--- src/rtl/wdt_pkg.sv ---
// Purpose: constants for the watchdog / interval timer block
// Assumes: 20 MHz core clock, plain register port
// Notes: register offsets are word indices on the plain port
package wdt_pkg;
  // register offsets
  localparam logic [3:0] TIMER_CONTROL_STATUS_OFS = 4'h0;
  localparam logic [3:0] TIMER_COUNTER_VALUE_OFS = 4'h1;
  localparam logic [3:0] RESET_CONTROL_STATUS_OFS = 4'h2;
  localparam logic [3:0] IRQ_STATUS_OFS = 4'h3;
  localparam logic [3:0] IRQ_MASK_OFS = 4'h4;
  // timer_control_status fields
  localparam int OVF_POS = 7;
  localparam int MODE_POS = 6;
  localparam int ENABLE_POS = 5;
  localparam int CKS_LSB = 0;
  localparam logic [7:0] CTRL_RESERVED_ONES = 8'h18;
  // reset_control_status fields
  localparam int WATCHDOG_RESET_FLAG_POS = 7;
  localparam logic [7:0] RSTC_RESERVED_ONES = 8'h3f;
  // interrupt status bits
  localparam int IRQ_OVF_POS = 0;
  localparam int IRQ_WATCHDOG_RESET_FLAG_POS = 1;
  // reset values and count maximum
  localparam logic [7:0] COUNT_RESET = 8'h00;
  localparam logic [7:0] COUNT_MAX = 8'hff;
  localparam logic [2:0] CKS_RESET = 3'h0;
  // internal reset length, in states (core clock cycles)
  localparam int WDT_RESET_STATES = 518;
  localparam logic [9:0] WDT_RESET_CYCLES = 10'(WDT_RESET_STATES);
  // prescaler
  localparam int PRESCALE_BITS = 12;
endpackage

--- src/rtl/wdt_core.sv ---
// Purpose: 8-bit watchdog / interval timer with overflow handling
// Assumes: one core clock, synchronous active-high reset from a pin
// Notes: the internal chip reset spares the watchdog-reset flag
// Functional notes
// - mode 0, enabled: interval interrupt per overflow
// - overflow sets flag plus reset or interrupt
// - watchdog flag set only when mode, enable high
// - watchdog overflow sets flag, asserts chip reset
// - chip reset clears overflow, keeps watchdog flag
// - in mode 0, interval interrupt held while overflow flag reads one
// - counter write beats a coincident increment
// - overflow is wrap from ff to 00
// - internal reset lasts 518 states
// - disabled counter held at zero
//
// The implementer's own choices: the address map and the strobed register port.
`timescale 1ns/10ps
module wdt_core
(
  // clock and reset
  input wire logic core_clk_i,
  input wire logic rst_i,
  // register port
  input wire logic [3:0] reg_addr_i,
  input wire logic [15:0] reg_wdata_i,
  input wire logic reg_wr_i,
  input wire logic reg_rd_i,
  output logic [7:0] reg_rdata_o,
  // events
  output logic interval_overflow_interrupt_o,
  output logic chip_reset_o,
  output logic irq_o
);
  localparam int PRESCALE_BITS_W = wdt_pkg::PRESCALE_BITS;

  typedef struct packed {
    logic [7:0] count;
    logic overflow_flag;
    logic watchdog_or_interval_select;
    logic counter_enable_bit;
    logic [2:0] clock_select_bits;
    logic watchdog_reset_flag;
    logic [1:0] irq_status;
    logic [1:0] irq_mask;
    logic [PRESCALE_BITS_W-1:0] prescale;
    logic [9:0] reset_count;
    logic chip_reset;
    logic [7:0] rdata;
  } wdt_state_t;

  wdt_state_t st_reg;
  wdt_state_t st_next;
  logic tick;
  logic ovf_event;
  logic count_wr;
  logic int_rst;

  // tick select: one pulse per period of the chosen prescaled clock
  function automatic logic tick_sel(input logic [2:0] cks,
                                    input logic [PRESCALE_BITS_W-1:0] p);
    logic [PRESCALE_BITS_W-1:0] m;
    m = '0;
    case (cks)
      3'h0: m = 12'h001;
      3'h1: m = 12'h01f;
      3'h2: m = 12'h03f;
      3'h3: m = 12'h07f;
      3'h4: m = 12'h0ff;
      3'h5: m = 12'h1ff;
      3'h6: m = 12'h7ff;
      default: m = 12'hfff;
    endcase
    return (p & m) == m;
  endfunction

  assign int_rst = st_reg.chip_reset;
  // key in the upper byte guards against stray writes from a runaway program
  assign count_wr = reg_wr_i && reg_addr_i == wdt_pkg::TIMER_COUNTER_VALUE_OFS
                    && reg_wdata_i[15:8] == 8'h5a;
  assign tick = st_reg.counter_enable_bit && tick_sel(st_reg.clock_select_bits, st_reg.prescale);
  assign ovf_event = tick && !count_wr && st_reg.count == wdt_pkg::COUNT_MAX;

  always_comb
  begin
    st_next = st_reg;
    st_next.prescale = st_reg.prescale + 12'h001;
    st_next.rdata = 8'h00;
    // counter
    if (!st_reg.counter_enable_bit)
    begin
      st_next.count = wdt_pkg::COUNT_RESET;
      st_next.prescale = '0;
    end
    else if (count_wr)
    begin
      st_next.count = reg_wdata_i[7:0];
    end
    else if (tick)
    begin
      st_next.count = st_reg.count + 8'h01;
    end
    // control writes
    if (reg_wr_i && reg_addr_i == wdt_pkg::TIMER_CONTROL_STATUS_OFS && reg_wdata_i[15:8] == 8'ha5)
    begin
      // changing clock select while running is the user's hazard
      st_next.watchdog_or_interval_select = reg_wdata_i[wdt_pkg::MODE_POS];
      st_next.counter_enable_bit = reg_wdata_i[wdt_pkg::ENABLE_POS];
      st_next.clock_select_bits = reg_wdata_i[wdt_pkg::CKS_LSB +: 3];
      if (!reg_wdata_i[wdt_pkg::OVF_POS])
        st_next.overflow_flag = 1'b0;
    end
    if (reg_wr_i && reg_addr_i == wdt_pkg::RESET_CONTROL_STATUS_OFS
        && reg_wdata_i[15:8] == 8'ha5 && !reg_wdata_i[wdt_pkg::WATCHDOG_RESET_FLAG_POS])
      st_next.watchdog_reset_flag = 1'b0;
    if (reg_wr_i && reg_addr_i == wdt_pkg::IRQ_STATUS_OFS)
      st_next.irq_status = st_reg.irq_status & ~reg_wdata_i[1:0];
    if (reg_wr_i && reg_addr_i == wdt_pkg::IRQ_MASK_OFS)
      st_next.irq_mask = reg_wdata_i[1:0];
    // overflow: set wins over any clear in the same cycle
    if (ovf_event)
    begin
      st_next.overflow_flag = 1'b1;
      st_next.irq_status[wdt_pkg::IRQ_OVF_POS] = 1'b1;
      if (st_reg.watchdog_or_interval_select && st_reg.counter_enable_bit)
      begin
        st_next.watchdog_reset_flag = 1'b1;
        st_next.irq_status[wdt_pkg::IRQ_WATCHDOG_RESET_FLAG_POS] = 1'b1;
        st_next.chip_reset = 1'b1;
        st_next.reset_count = wdt_pkg::WDT_RESET_CYCLES - 10'd1;
      end
    end
    // internal reset countdown
    if (st_reg.chip_reset)
    begin
      if (st_reg.reset_count == 10'd0)
        st_next.chip_reset = 1'b0;
      else
        st_next.reset_count = st_reg.reset_count - 10'd1;
    end
    // reads
    if (reg_rd_i)
    begin
      case (reg_addr_i)
        wdt_pkg::TIMER_CONTROL_STATUS_OFS:
          st_next.rdata = {st_reg.overflow_flag, st_reg.watchdog_or_interval_select,
                           st_reg.counter_enable_bit, 2'b00, st_reg.clock_select_bits}
                          | wdt_pkg::CTRL_RESERVED_ONES;
        wdt_pkg::TIMER_COUNTER_VALUE_OFS: st_next.rdata = st_reg.count;
        wdt_pkg::RESET_CONTROL_STATUS_OFS:
          st_next.rdata = {st_reg.watchdog_reset_flag, 7'h00} | wdt_pkg::RSTC_RESERVED_ONES;
        wdt_pkg::IRQ_STATUS_OFS: st_next.rdata = {6'h00, st_reg.irq_status};
        wdt_pkg::IRQ_MASK_OFS: st_next.rdata = {6'h00, st_reg.irq_mask};
        default: st_next.rdata = 8'h00;
      endcase
    end
    // internal reset clears count, overflow flag, mode, enable, clock select and prescaler
    if (int_rst)
    begin
      st_next.count = wdt_pkg::COUNT_RESET;
      st_next.overflow_flag = 1'b0;
      st_next.watchdog_or_interval_select = 1'b0;
      st_next.counter_enable_bit = 1'b0;
      st_next.clock_select_bits = wdt_pkg::CKS_RESET;
      st_next.prescale = '0;
    end
  end

  always_ff @(posedge core_clk_i)
  begin
    if (rst_i)
    begin
      st_reg <= '0;
    end
    else
    begin
      st_reg <= st_next;
    end
  end

  assign reg_rdata_o = st_reg.rdata;
  // interval request follows the overflow flag in interval mode
  assign interval_overflow_interrupt_o = st_reg.overflow_flag && !st_reg.watchdog_or_interval_select;
  assign chip_reset_o = st_reg.chip_reset;
  assign irq_o = |(st_reg.irq_status & st_reg.irq_mask);
endmodule

--- config.mk ---
export PLATFORM = sky130hd
export DESIGN_NAME = wdt_core
export DESIGN_NICKNAME = d
export VERILOG_FILES = /design/src/rtl/wdt_pkg.sv /design/src/rtl/wdt_core.sv
export SDC_FILE = /design/constraint.sdc
export NUM_CORES = 1
export LEC_CHECK = 0
export ABC_AREA = 1
export ABC_CLOCK_PERIOD_IN_PS = 1600
export BUFFER_PORTS_ARGS = -buffer_cell sky130_fd_sc_hd__buf_2
export CORE_AREA = 2 2 67 85
export DETAILED_ROUTE_END_ITERATION = 8
export DIE_AREA = 0 0 69 87
export PLACE_DENSITY = 0.84
export SYNTH_ARGS = -nofsm -noshare
export SYNTH_HDL_FRONTEND = slang
export SYNTH_SLANG_ARGS = --single-unit
--- constraint.sdc ---
create_clock -name core_clk_i -period 1.6 [get_ports core_clk_i]
set_input_delay 0.32 -clock core_clk_i [delete_from_list [all_inputs] [get_ports core_clk_i]]
set_output_delay 0.32 -clock core_clk_i [all_outputs]
set_load 0.01 [all_outputs]
==> results.md, run 1 <==
- H-tree depth: 2
- Longest Clk Path Bufs: 2
- Worst VDD drop: 0.000374 V
- Gp weighted congestion: 0.866
- Crit path time final: 1640 ps
- Register area: 0.00101 mm²
- All-Layer GR Usage: 21.6%
- Final clock skew: 7.35 ps
- Gate Count Post-Synth: 349
- RSZ-0062 raised after global routing: yes
- CP arrival: 1900 ps
- Switching portion of total power: 23.5%
- Ports: 35
- Internal cell power: 1.59 mW
- Fin. Hold Viols: 0
- Via density: 5.45
- Failing checks: setup timing
- Placed Cells: 460
- Flop pwr share: 59.9%
- CP startpoint kind: register
- Cell Area, Synth: 0.00257 mm²
- Overflow left after global routing: 0
- # clock sinks: 50
- Multi-input gate area: 0.00138 mm²
- FFs w/ async S/R, synth: 0%
- Dominant cell by count in the synthesized netlist: inv_1
- Fin. max-slew vios: 0
- Clock transition at path regs: 90 ps
- WP data required: 1860 ps
- Post-detail-place hpwl: 4630 µm
- Via count of the routed design: 2589
- Port buffer count: 34
- DR pass1 iterations: 4
- Initial DRC count: 124
- Top cell type's share of synthesized area: 38.9%
- Initial core utilization: 48.9%
- Cell Rows: 30
- Drt drc: 0
- Pleak: 1.24 nW
- Crit path cell chain: ha_2 -> nand3_1 -> nor3_2 -> nand2_2 -> nor2_4 -> nand4_4 -> nand2_4 -> and3_1
- Final wirelength: 6630 µm
- Part of the power in combinational logic: 5.5%
- First-pass GRT wire length: 10600 µm
- Min-Delay Path Class: primary input to register
- Layout cells sized above 1: 29.0%
- Fillcell total: 451
- Max Cap Viol: 0
- Clock latency on the worst-skew pair: 310 ps
- Crit-path slowest cell: dfxtp_1
- Chip height: 87 µm
- Synth area leaders: dfxtp_1 (39%), inv_1 (7.4%), nand3_1 (7.0%), nand2_1 (6.1%), nor2_1 (5.7%)
- Clock share of power: 34.6%
- Cell taking the most area after synthesis: dfxtp_1
- Slew headroom: 68.9%
- Synth cell count leaders: inv_1 (51), dfxtp_1 (50), nand2_1 (42)
- Pre-CTS setup slack: -37.3 ps
- P&R area growth vs syn: 24.9%
- Fmax achieved: 609 MHz
- Chip width: 69 µm
- CTS tree: built
- P per Cell Area: 648 mW/mm²
- EDFF count, synth: 0
- Antenna Cells: 0
- Final cell count without fillers: 475
- CTS Hold Bufs: 0
- Vias in the first global route: 2449
- Sequential area share after synthesis: 38.9%
- Synth cell types: 35
- Root Buffer: clkbuf_8
- Outcome: finished with violations
- Slew @ Worst Pin: 467 ps
- Crit end category: register
- Syn_area_per_cell: 7.36 µm²
- Syn Nets: 376
- Initial antenna violation count: 0
- Max reg flops: 41
- Post-DRT Antenna Nets: 0
- Drt wl/cell: 13.9 µm
- Sw Pwr: 0.488 mW
- Final core utilization: 61.1%
- Primary FF master, synth: dfxtp_1
- Die ar.: 0.00600 mm²
- #FFs+latches synth: 50
- Final setup violation count: 10
- Crit-path max FO: 5
- Synth warnings: 0
- Total power: 2.08 mW
- Crit share post-route: 103%
- Inserted Clock Buffers: 5
- Nets: 438
- Largest net degree at the start of global routing: 17
- Setup ws final: -42.9 ps
- Core footprint: 0.00526 mm²
- Slowest stage delay, CP: 340 ps
- Setup CP Type: register to register
[what timing repair did]
action,in CTS,in global routing
cloned,1,0
endpoints found under the setup margin,13,26
gates resized for setup,7,34
setup buffers,3,4
pin swaps,3,14
[path summary, 6_finish.rpt]
| kind | startpoint | to | slack (ps) | cells after the start |
|---|---|---|---|---|
| setup / recovery | st_reg[42] | chip_reset_o | -40 | 8 |
| hold / removal | reg_rd_i | reg_rdata_o[7] | 250 | 3 |
| setup reg to reg | st_reg[42] | chip_reset_o | -40 | 8 |
| hold reg to reg | st_reg[24] | st_reg[24] | 460 | 1 |
[final cells by class]
class / count / area share (%)
clock buffers: 6 / 2.26
well taps: 64 / 2.49
multi-input cells: 233 / 43.0
repair buffers: 69 / 14.1
flip-flops and latches: 50 / 31.6
inverters: 52 / 6.31
clock inverters: 1 / 0.234
[power by group through the flow]
stage                     combinational (mW)  clock [mW]  sequential, mW
after CTS                              0.112       0.716            1.25
after detailed placement               0.112           0            1.28
after global routing                   0.125       0.765            1.25
after global placement                 0.109           0            1.28
final                                  0.114       0.720            1.25
after floorplan                       0.0457           0            1.28
[placed cells by master, fill, tap and decap left out, types with 4 or more instances in the layout]
cell type,count
a21oi_1,27
nor2_2,4
nand2_1,39
clkbuf_8,5
buf_2,34
xor2_1,11
inv_1,48
dfxtp_1,39
nand3_2,8
nand4_1,15
a31oi_1,9
o21ai_1,4
dfxtp_2,11
a221oi_1,4
nor2_1,35
nand3_1,28
buf_4,32
o21ai_0,16
[cell families (layout without fill, tap and decap cells)]
group	Yosys count	in the layout	synth area share, %
xor+xnor	13	13	4.43
fa+ha+maj	3	3	1.46
simple gates	147	148	28.2
compound gates	69	69	15.7
buf+inv	67	128	11.2
flops	50	50	38.9
[worst max-delay path, delay by kind of cell, from the launching register on]
family,cells,cell delay [ps]
fa+ha+maj,1,190
flops,1,340
simple gates,7,1060
[routing by layer]
layer	wire length (µm)	track usage, %	part of all wire [%]
met4	170	8.91	2.6
met5	0	0	0
met3	308	4.17	4.6
met2	3460	40.9	52
met1	2680	23.4	40
[per-stage QoR]
step	instance area, µm²	hold WS (ps)	setup TNS [ps]
floorplan	2570	422	0
global placement	2940	435	0
detailed placement	2940	446	-272
CTS	3070	252	0
global route	3210	256	-2390
finish	3210	249	-158
No activity file was read; power rests on OpenSTA's default activity.
==> inputs of run 2 (changes only) <==
- ABC_CLOCK_PERIOD_IN_PS: 1600 -> 1500
- RECOVER_POWER: default -> 50
- clock period: 1.6 -> 1.5 ns (I/O delays scaled with it)
==> results.md, run 2 (synthesis results as in run 1) <==
- Failing checks: setup timing
- RR Endpoint: chip_reset_o
- CTS tree: built
- P per Cell Area: 731 mW/mm² (+13%)
- Hold path cells: 3 (unchanged)
- P&R area growth vs syn: 31.6%
- Crit path cell chain: ha_4 -> nand3_2 -> nor3_2 -> nand2_2 -> nor2_4 -> nand4_4 -> nand2_4 -> and3_1
- Flop pwr share: 53.6% (-6.3 points)
- Register area: 0.00102 mm² (+0.49%)
- Slowest stage delay, CP: 360 ps (+20 ps)
- Final setup violation count: 21 (+11)
- Max Cap Viol: 0 (unchanged)
- Setup CP Type: register to register
- Chip height: 87 µm (unchanged)
- Via density: 5.55 (+1.7%)
- Part of the power in combinational logic: 5.0% (-0.5 points)
- Total power: 2.47 mW (+19%)
- All-Layer GR Usage: 23.8% (+2.3 points)
- CP arrival: 1870 ps (-30 ps)
- Crit end category: register
- Fillcell total: 439 (-2.7%)
- Buf/Inv on CP: 0 (unchanged)
- Initial core utilization: 48.9% (unchanged)
- Initial DRC count: 147 (+19%)
- Post-detail-place hpwl: 4800 µm (+3.7%)
- First-pass GRT wire length: 11700 µm (+10%)
- Via count of the routed design: 2695 (+4.1%)
- Sw Pwr: 0.552 mW (+13%)
- Core footprint: 0.00526 mm² (unchanged)
- RSZ-0062 raised after global routing: yes
- FF-to-FF Start: st_reg[43]
- Gp weighted congestion: 0.877 (+1.2%)
- Layout cells sized above 1: 32.0% (+3.0 points)
- Min-Delay Path Class: primary input to register
- Overflow left after global routing: 0 (unchanged)
- Worst-case reg-to-reg path depth: 8 (unchanged)
- H-tree depth: 2 (unchanged)
- DR pass1 iterations: 4 (unchanged)
- # clock sinks: 50 (unchanged)
- Final clock skew: 13.2 ps (+5.88 ps)
- Pleak: 1.26 nW (+1.2%)
- Chip width: 69 µm (unchanged)
- Outcome: finished with violations
- Initial antenna violation count: 0 (unchanged)
- CTS Hold Bufs: 0 (unchanged)
- Max reg flops: 41 (unchanged)
- Internal cell power: 1.92 mW (+21%)
- Crit share post-route: 107% (+4.4 points)
- Nets: 448 (+2.3%)
- Inserted Clock Buffers: 5 (unchanged)
- CP startpoint kind: register
- Ports: 35 (unchanged)
- Die ar.: 0.00600 mm² (unchanged)
- Largest net degree at the start of global routing: 18 (+1)
- Switching portion of total power: 22.3% (-1.1 points)
- Commonest non-fill, non-tap cells in the layout: inv_1 (46), dfxtp_1 (41), buf_4 (38)
- Hold Path End: reg_rdata_o[7]
- Fin. Hold Viols: 0 (unchanged)
- Clock latency on the worst-skew pair: 320 ps (about the same)
- Delay-heaviest family, CP: simple AND/OR/NAND/NOR gates
- Slew headroom: 65.7% (-3.1 points)
- Antenna Cells: 0 (unchanged)
- Fin. max-slew vios: 0 (unchanged)
- Crit path time final: 1610 ps (-36.2 ps)
- Setup ws final: -107 ps (-63.8 ps)
- Drt wl/cell: 15.1 µm (+8.4%)
- Most common cell after layout, fill and taps aside: inv_1
- TNS Setup: -1430 ps (-1280 ps)
- Worst VDD drop: 0.000465 V (+24%)
- Slew @ Worst Pin: 514 ps (+47.4 ps)
- Post-DRT Antenna Nets: 0 (unchanged)
- Longest Clk Path Bufs: 2 (unchanged)
- Hold Path Origin: reg_rd_i
- Drt drc: 0 (unchanged)
- Multi-input gate area: 0.00147 mm² (+6.3%)
- Vias in the first global route: 2662 (+8.7%)
- Clock transition at path regs: 100 ps (about the same)
- Final wirelength: 7350 µm (+11%)
- Reg2Reg Setup Slack: -110 ps (-60 ps)
- Root Buffer: clkbuf_8
- WP data required: 1770 ps (-90 ps)
- Port buffer count: 34 (unchanged)
- Crit-path max FO: 5 (unchanged)
- Cell Rows: 30 (unchanged)
- Clock share of power: 41.4% (+6.8 points)
- WHS: 212 ps (-37.0 ps)
- Final core utilization: 64.4% (+3.3 points)
- Fmax achieved: 622 MHz (+2.3%)
- Crit-path slowest cell: dfxtp_2
## run 2: cell count changes in the layout (fill, tap and decap cells not counted), moves of 3 or more
cell / before / now
clkbuf_1: 1 / 14
buf_2: 34 / 24
buf_4: 32 / 38
a21oi_1: 27 / 22
a21oi_2: 1 / 6
dfxtp_2: 11 / 6
nand2_1: 39 / 35
nand2_2: 3 / 7
dfxtp_4: 0 / 3
nor2_1: 35 / 32
## run 2: layer usage
layer | track usage (%) | up-vias | part of all wire [%]
met1 | 25.3 | 1246 | 38
met5 | 0 | - | 0
met3 | 4.40 | 24 | 5.4
li1 | - | 1305 | -
met2 | 45.6 | 120 | 54
met4 | 10.7 | 0 | 2.7
## run 2: metrics by stage
stage | setup slack [ps] | instances | area [µm²]
finish | -107 | 486 | 3380
global route | -225 | 486 | 3380
CTS | -23.3 | 485 | 3280
detailed placement | -137 | 464 | 3000
global placement | -51.9 | 464 | 3000
floorplan | -0.875 | 349 | 2610
## run 2: layout make-up
cell class                 instances  area share (%)
multi-input combinational        233            43.4
timing repair buffer              79            14.5
inverter                          52            5.96
clock buffer                       6            2.44
clock inverter                     2            1.15
tap                               64            2.37
sequential                        50            30.2
## run 2: worst max path at each step
stage | end | from | cells past startpoint
final | chip_reset_o | st_reg[43] | 8
after global routing | st_reg[43] | st_reg[21] | 10
after CTS | st_reg[48] | st_reg[19] | 11
after detailed placement | st_reg[29] | st_reg[19] | 10
after global placement | st_reg[29] | st_reg[19] | 10
after floorplan | st_reg[11] | st_reg[10] | 10
## run 2: worst reg2reg max path, stage by stage, from the launching register on
cell,delay [ps]
dfxtp_2,360
ha_4,140
nand3_2,90
nor3_2,180
nand2_2,110
nor2_4,200
nand4_4,210
nand2_4,140
and3_1,140
## run 2: power groups by stage
stage / Combinational [mW] / Clock (mW) / Sequential (mW)
detailed placement: 0.122 / 0 / 1.36
CTS: 0.123 / 1.04 / 1.33
global route: 0.135 / 1.08 / 1.33
floorplan: 0.0487 / 0 / 1.36
finish: 0.123 / 1.02 / 1.33
global placement: 0.119 / 0 / 1.36
## run 2: timing repair
action | CTS | global route
pin swaps | 10 | 6
setup endpoints to repair | 22 | 30
cloned | 1 | 0
setup buffers | 12 | 1
gates resized for setup | 22 | 40
